## src/rtl/hsscfg_pkg.sv

```systemverilog
// constants for the hub strap capture and status pin block
package hsscfg_pkg;
	// serial pin modes chosen by the mode strap
	typedef enum logic {HSSCFG_SMBUS = 1'b0, HSSCFG_I2C = 1'b1} hsscfg_mode_t;
	// strap capture sequencing
	typedef enum logic [1:0] {HSSCFG_ST_HOLD, HSSCFG_ST_SAMPLE,
		HSSCFG_ST_RUN} hsscfg_state_t;
	// slave address field
	localparam int          HSSCFG_ADDR_W      = 7;
	localparam int          HSSCFG_ADDR_BIT1   = 1;
	localparam int          HSSCFG_ADDR_BIT2   = 2;
	localparam int          HSSCFG_ADDR_BIT3   = 3;
	localparam logic [6:0]  HSSCFG_ADDR_BASE   = 7'h08;
	localparam logic        HSSCFG_POL_HIGH    = 1'b0;
	localparam logic        HSSCFG_GANG_ON     = 1'b1;
	localparam logic        HSSCFG_PSW_OK      = 1'b0;
	localparam int          HSSCFG_PORTS       = 2;
endpackage

```

## src/rtl/hsscfg_top.sv

```systemverilog
// strap capture at reset release and status reuse of the strap pins
// How it works
// - sample mode strap; 0 smbus, 1 i2c
// - strap 1 makes serial pins eeprom i2c
// - strap 0 makes serial pins smbus slave
// - sample polarity strap; 1 means active low
// - polarity pin later shows port 1 superspeed
// - mode pin later shows port 2 superspeed
// - sample gang strap; 1 means ganged power
// - smbus address bit 2 from gang strap
// - smbus address bit 3 always one
// - gang pin later shows upstream high speed
// - sample power strap; 0 means switching supported
// - switching supported drives per port power outputs
// - smbus address bit 1 from power strap
// - power pin later shows upstream superspeed
// - test pin high at reset enters test
// - ganged overcurrent reported as hub event
`timescale 1ns/1ps
module hsscfg_top
	import hsscfg_pkg::*;
#(
	parameter int SETTLE_CYCLES = 4  // cycles of pin settling before capture
) (
	input  wire logic       clk,                        // 250 MHz clock
	input  wire logic       rst_n,                      // async reset, low
	input  wire logic       serial_mode_select_n_in,    // mode strap pin in
	input  wire logic       power_ctl_polarity_strap_in,// polarity pin in
	input  wire logic       slave_addr_bit2_strap_in,   // gang pin in
	input  wire logic       slave_addr_bit1_strap_in,   // power strap pin in
	input  wire logic       test_in,                    // factory test pin
	input  wire logic       port1_overcurrent_in_n,     // port 1 fault, low
	input  wire logic       port2_overcurrent_in_n,     // port 2 fault, low
	input  wire logic [1:0] port_power_req,             // hub wants power
	input  wire logic [1:0] ds_superspeed,              // port ss links
	input  wire logic       us_highspeed,               // upstream hs link
	input  wire logic       us_superspeed,              // upstream ss link
	output logic            ds2_superspeed_status,      // mode pin out
	output logic            ds1_superspeed_status,      // polarity pin out
	output logic            upstream_highspeed_status,  // gang pin out
	output logic            upstream_superspeed_status, // power pin out
	output logic            status_pins_oe,             // strap pins driven
	output logic [1:0]      port_power_ctl_out,         // power switch ctl
	output logic            i2c_mode,                   // serial as eeprom
	output logic            smbus_slave_mode,           // serial as slave
	output logic [6:0]      smbus_slave_addr,           // slave address
	output logic            ganged_mode,                // ganged power
	output logic            power_switching_en,         // switching on
	output logic            test_mode,                  // factory test
	output logic            hub_overcurrent,            // hub level fault
	output logic [1:0]      port_overcurrent,           // per port fault
	output logic            straps_valid                // capture done
);
	localparam int CNT_W = $clog2(SETTLE_CYCLES + 1);
	localparam logic [CNT_W-1:0] SETTLE_LAST = CNT_W'(SETTLE_CYCLES - 1);

	typedef struct packed {
		hsscfg_state_t   st;
		logic [CNT_W-1:0] cnt;
		logic            mode;
		logic            pol;
		logic            gang;
		logic            pwr_dis;
		logic            test;
		logic [3:0]      stat;
		logic            oe;
		logic [1:0]      pwr;
		logic            hub_oc;
		logic [1:0]      port_oc;
		logic            i2c;
		logic            smb;
		logic            psw;
	} hsscfg_reg_t;

	hsscfg_reg_t r_q, r_d;
	logic [6:0]  pin_s;
	logic [1:0]  oc_n;
	logic [1:0]  pwr_on;
	logic        any_oc;

	// -----------------------------------------------------------
	// pin synchronisers
	// -----------------------------------------------------------
	logic [6:0] pin_raw;
	assign pin_raw = {port2_overcurrent_in_n, port1_overcurrent_in_n,
		test_in, slave_addr_bit1_strap_in, slave_addr_bit2_strap_in,
		power_ctl_polarity_strap_in, serial_mode_select_n_in};
	for (genvar i = 0; i < 7; i++) begin : g_sync
		hsscfg_sync u_sync (
			.clk   (clk),
			.rst_n (rst_n),
			.d     (pin_raw[i]),
			.q     (pin_s[i])
		);
	end
	assign oc_n = pin_s[6:5];

	// -----------------------------------------------------------
	// next state
	// -----------------------------------------------------------
	always_comb begin
		r_d = r_q;
		any_oc = ~oc_n[0] | ~oc_n[1];   // either input serves when ganged
		pwr_on = '0;
		unique case (r_q.st)
			// straps float in while synchronisers fill
			HSSCFG_ST_HOLD: begin
				r_d.cnt = r_q.cnt + 1'b1;
				if (r_q.cnt == SETTLE_LAST)
					r_d.st = HSSCFG_ST_SAMPLE;
			end
			// one-shot capture after release
			HSSCFG_ST_SAMPLE: begin
				r_d.mode    = pin_s[0];
				r_d.pol     = pin_s[1];
				r_d.gang    = pin_s[2];
				r_d.pwr_dis = pin_s[3];
				r_d.test    = pin_s[4];
				r_d.st      = HSSCFG_ST_RUN;
			end
			// straps frozen until reset; pins become status
			HSSCFG_ST_RUN: begin
				r_d.oe   = 1'b1;
				// roles registered so every output leaves a flop
				r_d.i2c  = (r_q.mode == HSSCFG_I2C);
				r_d.smb  = (r_q.mode == HSSCFG_SMBUS);
				r_d.psw  = (r_q.pwr_dis == HSSCFG_PSW_OK);
				r_d.stat[0] = ds_superspeed[1];
				r_d.stat[1] = ds_superspeed[0];
				r_d.stat[2] = us_highspeed;
				r_d.stat[3] = us_superspeed;
				if (r_q.gang == HSSCFG_GANG_ON) begin
					r_d.hub_oc  = any_oc;
					r_d.port_oc = '0;
					// ganged: power all if any asked, none on fault
					pwr_on = (|port_power_req && !any_oc) ? 2'b11 : 2'b00;
				end else begin
					r_d.hub_oc  = 1'b0;
					r_d.port_oc = ~oc_n;
					pwr_on = port_power_req & oc_n;
				end
				if (r_q.pwr_dis != HSSCFG_PSW_OK)
					pwr_on = '0;
			end
			default: r_d.st = HSSCFG_ST_HOLD;
		endcase
		// polarity applied to the switch controls
		r_d.pwr = (r_q.pol == HSSCFG_POL_HIGH) ? pwr_on
			: ~pwr_on;
		if (r_q.st != HSSCFG_ST_RUN)
			r_d.pwr = (pin_s[1] == HSSCFG_POL_HIGH) ? 2'b00 : 2'b11;
	end

	// -----------------------------------------------------------
	// state register
	// -----------------------------------------------------------
	always_ff @(posedge clk or negedge rst_n) begin
		if (!rst_n)
			r_q <= '{st: HSSCFG_ST_HOLD, default: '0};
		else
			r_q <= r_d;
	end

	// -----------------------------------------------------------
	// outputs, all straight from flops
	// -----------------------------------------------------------
	assign ds2_superspeed_status      = r_q.stat[0];
	assign ds1_superspeed_status      = r_q.stat[1];
	assign upstream_highspeed_status  = r_q.stat[2];
	assign upstream_superspeed_status = r_q.stat[3];
	assign status_pins_oe             = r_q.oe;
	assign port_power_ctl_out         = r_q.pwr;
	assign i2c_mode         = r_q.i2c;
	assign smbus_slave_mode = r_q.smb;
	// bit 3 fixed high; bits 2 and 1 from straps (strap wins on bit 2)
	always_comb begin
		smbus_slave_addr = HSSCFG_ADDR_BASE;
		smbus_slave_addr[HSSCFG_ADDR_BIT2] = r_q.gang;
		smbus_slave_addr[HSSCFG_ADDR_BIT1] = r_q.pwr_dis;
	end
	assign ganged_mode        = r_q.gang;
	assign power_switching_en = r_q.psw;
	assign test_mode          = r_q.test;
	assign hub_overcurrent    = r_q.hub_oc;
	assign port_overcurrent   = r_q.port_oc;
	assign straps_valid       = r_q.oe;

	// -----------------------------------------------------------
	// checks
	// -----------------------------------------------------------
	property p_cap_mode;
		@(posedge clk) disable iff (!rst_n)
		r_q.st == HSSCFG_ST_SAMPLE |=> r_q.mode == $past(pin_s[0]);
	endproperty
	a_cap_mode: assert property (p_cap_mode)
		else $error("mode strap lost");
	property p_cap_pol;
		@(posedge clk) disable iff (!rst_n)
		r_q.st == HSSCFG_ST_SAMPLE |=> r_q.pol == $past(pin_s[1]);
	endproperty
	a_cap_pol: assert property (p_cap_pol)
		else $error("pol strap lost");
	property p_hold;
		@(posedge clk) disable iff (!rst_n)
		r_q.oe |=> $stable({r_q.mode, r_q.pol, r_q.gang, r_q.pwr_dis});
	endproperty
	a_hold: assert property (p_hold)
		else $error("strap changed");
	property p_ds2;
		@(posedge clk) disable iff (!rst_n)
		r_q.st == HSSCFG_ST_RUN ##1 r_q.st == HSSCFG_ST_RUN
		|-> ds2_superspeed_status == $past(ds_superspeed[1]);
	endproperty
	a_ds2: assert property (p_ds2)
		else $error("ds2 status wrong");
	property p_addr3;
		@(posedge clk) disable iff (!rst_n) smbus_slave_addr[HSSCFG_ADDR_BIT3];
	endproperty
	a_addr3: assert property (p_addr3)
		else $error("addr bit3 low");
	property p_nopwr;
		@(posedge clk) disable iff (!rst_n)
		r_q.oe && r_q.pwr_dis |=> port_power_ctl_out == {2{r_q.pol}};
	endproperty
	a_nopwr: assert property (p_nopwr)
		else $error("power w/o switch");
	property p_gang_oc;
		@(posedge clk) disable iff (!rst_n)
		r_q.st == HSSCFG_ST_RUN && r_q.gang && !oc_n[1]
		|=> hub_overcurrent && port_overcurrent == 2'b00;
	endproperty
	a_gang_oc: assert property (p_gang_oc)
		else $error("gang oc wrong");
	property p_oe_late;
		@(posedge clk) disable iff (!rst_n)
		$rose(status_pins_oe) |-> $past(r_q.st) == HSSCFG_ST_RUN;
	endproperty
	a_oe_late: assert property (p_oe_late)
		else $error("oe too early");
	// exactly one serial role once the straps are captured
	property p_mode_excl;
		@(posedge clk) disable iff (!rst_n)
		straps_valid |-> i2c_mode != smbus_slave_mode;
	endproperty
	a_mode_excl: assert property (p_mode_excl)
		else $error("serial role wrong");
	c_i2c:   cover property (@(posedge clk) $rose(i2c_mode));
	c_smbus: cover property (@(posedge clk) $rose(smbus_slave_mode));
	c_gang:  cover property (@(posedge clk) hub_overcurrent);
endmodule // hsscfg_top

```

## src/rtl/hsscfg_sync.sv

```systemverilog
// two-flop synchroniser for one asynchronous pin level
`timescale 1ns/1ps
module hsscfg_sync (
	input  wire logic clk,    // system clock
	input  wire logic rst_n,  // async reset, active low
	input  wire logic d,      // asynchronous level
	output logic      q       // synchronised level
);
	logic s1_q;
	// -----------------------------------------------------------
	// first stage feeds only the second stage
	// -----------------------------------------------------------
	always_ff @(posedge clk or negedge rst_n) begin
		if (!rst_n) begin
			s1_q <= 1'b0;
			q    <= 1'b0;
		end else begin
			s1_q <= d;
			q    <= s1_q;
		end
	end
endmodule // hsscfg_sync

```

## config.mk

```make
export PLATFORM = sky130hd
export DESIGN_NAME = hsscfg_top
export DESIGN_NICKNAME = d
export VERILOG_FILES = /design/src/rtl/hsscfg_pkg.sv /design/src/rtl/hsscfg_top.sv /design/src/rtl/hsscfg_sync.sv
export SDC_FILE = /design/constraint.sdc
export NUM_CORES = 1
export LEC_CHECK = 0
export ABC_AREA = 1
export CAP_MARGIN = 10
export CORE_MARGIN = 2
export CORE_UTILIZATION = 30
export DETAILED_ROUTE_END_ITERATION = 7
export DONT_BUFFER_PORTS = 1
export PLACE_DENSITY = 0.53
export SETUP_SLACK_MARGIN = 0.3
export SYNTH_ARGS = -nofsm -noshare
export SYNTH_HDL_FRONTEND = slang
export SYNTH_SLANG_ARGS = --single-unit
```

## constraint.sdc

```tcl
create_clock -name clk -period 2.2 [get_ports clk]
set_clock_uncertainty 0.05 [all_clocks]
set_input_delay 0.22 -clock clk [delete_from_list [all_inputs] [get_ports clk]]
set_output_delay 0.22 -clock clk [all_outputs]
set_load 0.02 [all_outputs]
```

==> results by group <==
Synthesis
  • Yosys warning count: 0
  • Post-synth top area cell: dfrtp_1
  • Simple logic cell fraction of the synthesized area: approximately 15%
  • Asr flop ratio synth: 100%
  • Cell Area, Synth: 1400 um^2
  • Syn Area/Cell: roughly 11 um^2
  • Gate Count Post-Synth: approximately 120
  • Xor/xnor cell area share of the yosys netlist: less than 1%
  • Post-synth EDFFs: 0
  • Count leader, synth: dfrtp_1
  • Seq/Total Area, Yosys: 66.4%
  • Synth unique cells: 20
  • Ys flop type: dfrtp_1
  • Main combinational cell family by area after synthesis: simple AND/OR/NAND/NOR gates
  • Top post-synthesis cells by area: dfrtp_1, nand2_1, buf_4
  • Yosys top cell area share: 66.4%
  • Adder-cell share of the synthesized area: 1.79%
  • #FFs+latches synth: 37
  • Top cells by count, synth: dfrtp_1, nand2_1, buf_4
  • Compound-Gate Fraction of Synth Area: roughly 3.6%
  • Mux share of post-synthesis cell area: about 3.2%

STA
  • Post-Route Setup TNS: 0 ns
  • Rel. slew slack: 59.5%
  • Final Max Slew Viols: 0
  • Slew of the pin with the lowest slew margin: a little over 0.6 ns
  • RSZ-0062 raised after global routing: no
  • Fmax: ~0.67 GHz
  • Final hold vios: 0
  • Fin crit period: ~1.5 ns
  • Period utilization: 68.3%
  • Final setup fails: 0

Power and ir drop
  • Combinational Power Share: between 4 and 5%
  • Static leakage: a little under 0.0008 uW
  • PwrDens: between 800 and 900 nW/um^2
  • NetSw: roughly 310 uW
  • Peak VDD IR: approximately 0.34 mV
  • P_int: about 1100 uW
  • Switch share: 22.7%
  • Pwr Total: ~1400 uW
  • Seq pwr share: 54.0%
  • Clk pwr share: 41.5%

Critical path
  • Crit path required time: 2.38 ns
  • CP Class: flop to flop
  • CP arrival: roughly 1.7 ns
  • Kind of end point of the critical path: flop
  • CP Max Fanout: 9
  • Critical Path Source Type: flop

Final layout
  • Final Non-Filler Cells: 183
  • Antenna diode count: 0
  • Synth-to-Final Area Change: 13.4%
  • Share of cells above drive strength 1: between 10% and 20%
  • # nets final: approximately 150

Global routing
  • Total grt overflow: 0
  • GR Layer Usage met1: 11.8%
  • Number of global-route vias before repair: 803
  • GR Layer Usage met2: between 15 and 20%
  • GR peak layer: met2
  • Initial antenna violation count: 0
  • Global routing met3 resource utilization: under 10%
  • First-pass GRT wire length: about 4.0 mm
  • Largest net degree at the start of global routing: 38
  • Total track usage: roughly a tenth

Clock network
  • Postcts setup bufs: 0
  • Maximum clock insertion buffer count: 2
  • Register clock-pin slew on the reported worst setup and hold paths: approximately 0.070 ns
  • Latest clock arrival within the worst-skew pair: roughly 0.29 ns
  • Htree depth: 2
  • CTS Hold Bufs: 9
  • Post-CTS Resized: 0
  • Inserted Clock Buffers: 5
  • Sinks on Clock Net: 37
  • CTS tree: built
  • Clock root buffer: clkbuf_8

Detailed routing
  • DR vias: roughly 820
  • Routed vias/inst: ~4.5
  • Post-route antenna net violation count: 0
  • DR DRC count: 0
  • Pre-antenna DRT Iters: 4
  • DRT Wirelength: between 2 and 2.5 mm
  • Routed WL per cell: 13.3 um
  • Initial DRC count: 30

Place
  • Placer Congestion: between 0.7 and 0.8
  • HPWL after detailed placement: 1.67 mm
  • Placed insts: roughly 170
  • Port bufs: 0

Die
  • Die ar.: 5210 um^2
  • Core ar.: approximately 4400 um^2
  • Effective utilization at floorplan: about a third
  • Cell Rows: 24
  • Die Y: ~72 um
  • I/O pins: 38
  • Die W: around 72 um

Min path
  • Hold Crit Class: input port to flop

Run status
  • Outcome: complete, no violations

Run
  • Number of max-cap violations: 0
[state kept, by name, summed over array words and instances, names as in the netlist, 2 cells and up]
name / count
port_power_ctl_out: 2
port_overcurrent: 2
g_sync.u_sync.q: 7
r_q: 7
g_sync.u_sync.s1_q: 7
[final timing paths]
check / start / to / slack [ns] / cells after the start
worst max-delay path: ganged_mode$_DFFE_PN0N_ / port_power_ctl_out[0]$_DFF_PN0_ / 0.70 / 6
worst min-delay path: us_highspeed / upstream_highspeed_status$_DFFE_PN0N_ / 0.008 / 2
worst max register to register: ganged_mode$_DFFE_PN0N_ / port_power_ctl_out[0]$_DFF_PN0_ / 0.70 / 6
worst min register to register: g_sync[0].u_sync.s1_q$_DFF_PN0_ / g_sync[0].u_sync.q$_DFF_PN0_ / 0.30 / 0
max in group asynchronous: rst_n / ganged_mode$_DFFE_PN0N_ / 1.59 / 2
min in group asynchronous: rst_n / g_sync[4].u_sync.q$_DFF_PN0_ / 0.32 / 2
[placed cells by master (no fill, tap or decap), drive strengths merged, types with 2 or more instances in the layout]
| cell type | n |
|---|---|
| a21oi | 5 |
| inv | 6 |
| mux2 | 4 |
| o31ai | 2 |
| dfrtp | 37 |
| nor2 | 8 |
| nand2 | 36 |
| ha | 2 |
| dlygate4sd3 | 8 |
| conb | 5 |
| nand3 | 4 |
| o21ai | 2 |
| clkbuf | 6 |
[worst max-delay path, cell delays in order, from the launching register on]
cell and delay, ns:
dfrtp_1 0.73, o21ai_1 0.25, nand2_1 0.15, nand2_1 0.08, nand2_1 0.07, nand2_1 0.05, nand2_1 0.06
[per-layer routing]
metal / vias to the layer above / routed length (um)
li1: 383 / -
met1: 396 / 968
met2: 33 / 1200
met3: 6 / 205
met4: 0 / 48
met5: - / 0
[final cells by class]
type | instances | area (um^2)
clock inverters | 2 | 38.8
flip-flops and latches | 37 | 926
inverters | 6 | 22.5
well taps | 52 | 65.1
clock buffers | 6 | 72.6
repair buffers | 9 | 100
fillers | 430 | 2830
multi-input cells | 71 | 357
[stage by stage]
step / setup slack, ns / utilization (%) / cell area, um^2 / hold slack (ns)
global route: 0.518 / 35.8 / 1580 / 0.00764
global placement: 0.847 / 31.0 / 1370 / -0.125
CTS: 0.712 / 35.8 / 1580 / 0.00156
finish: 0.698 / 35.8 / 1580 / 0.00775
floorplan: 1.02 / - / 1410 / -0.126
detailed placement: 0.732 / 31.0 / 1370 / -0.125
[kinds of logic after synthesis]
logic type / count (synthesis)
AOI/OAI and AO/OA: 9
buffers and inverters: 19
other: 2
adders and majority gates: 2
xor gates and xnor gates: 1
muxes: 4
and+or+nand+nor: 50
DFF: 37
[power groups by stage]
stage | Combinational [uW] | Clock (uW) | Sequential [uW]
after floorplan | 56.0 | 0 | 748
after global placement | 32.4 | 0 | 763
after detailed placement | 34.8 | 0 | 764
after CTS | 63.7 | 601 | 750
after global routing | 72.4 | 628 | 754
final | 62.5 | 577 | 750
No activity file was read; power rests on OpenSTA's default activity.
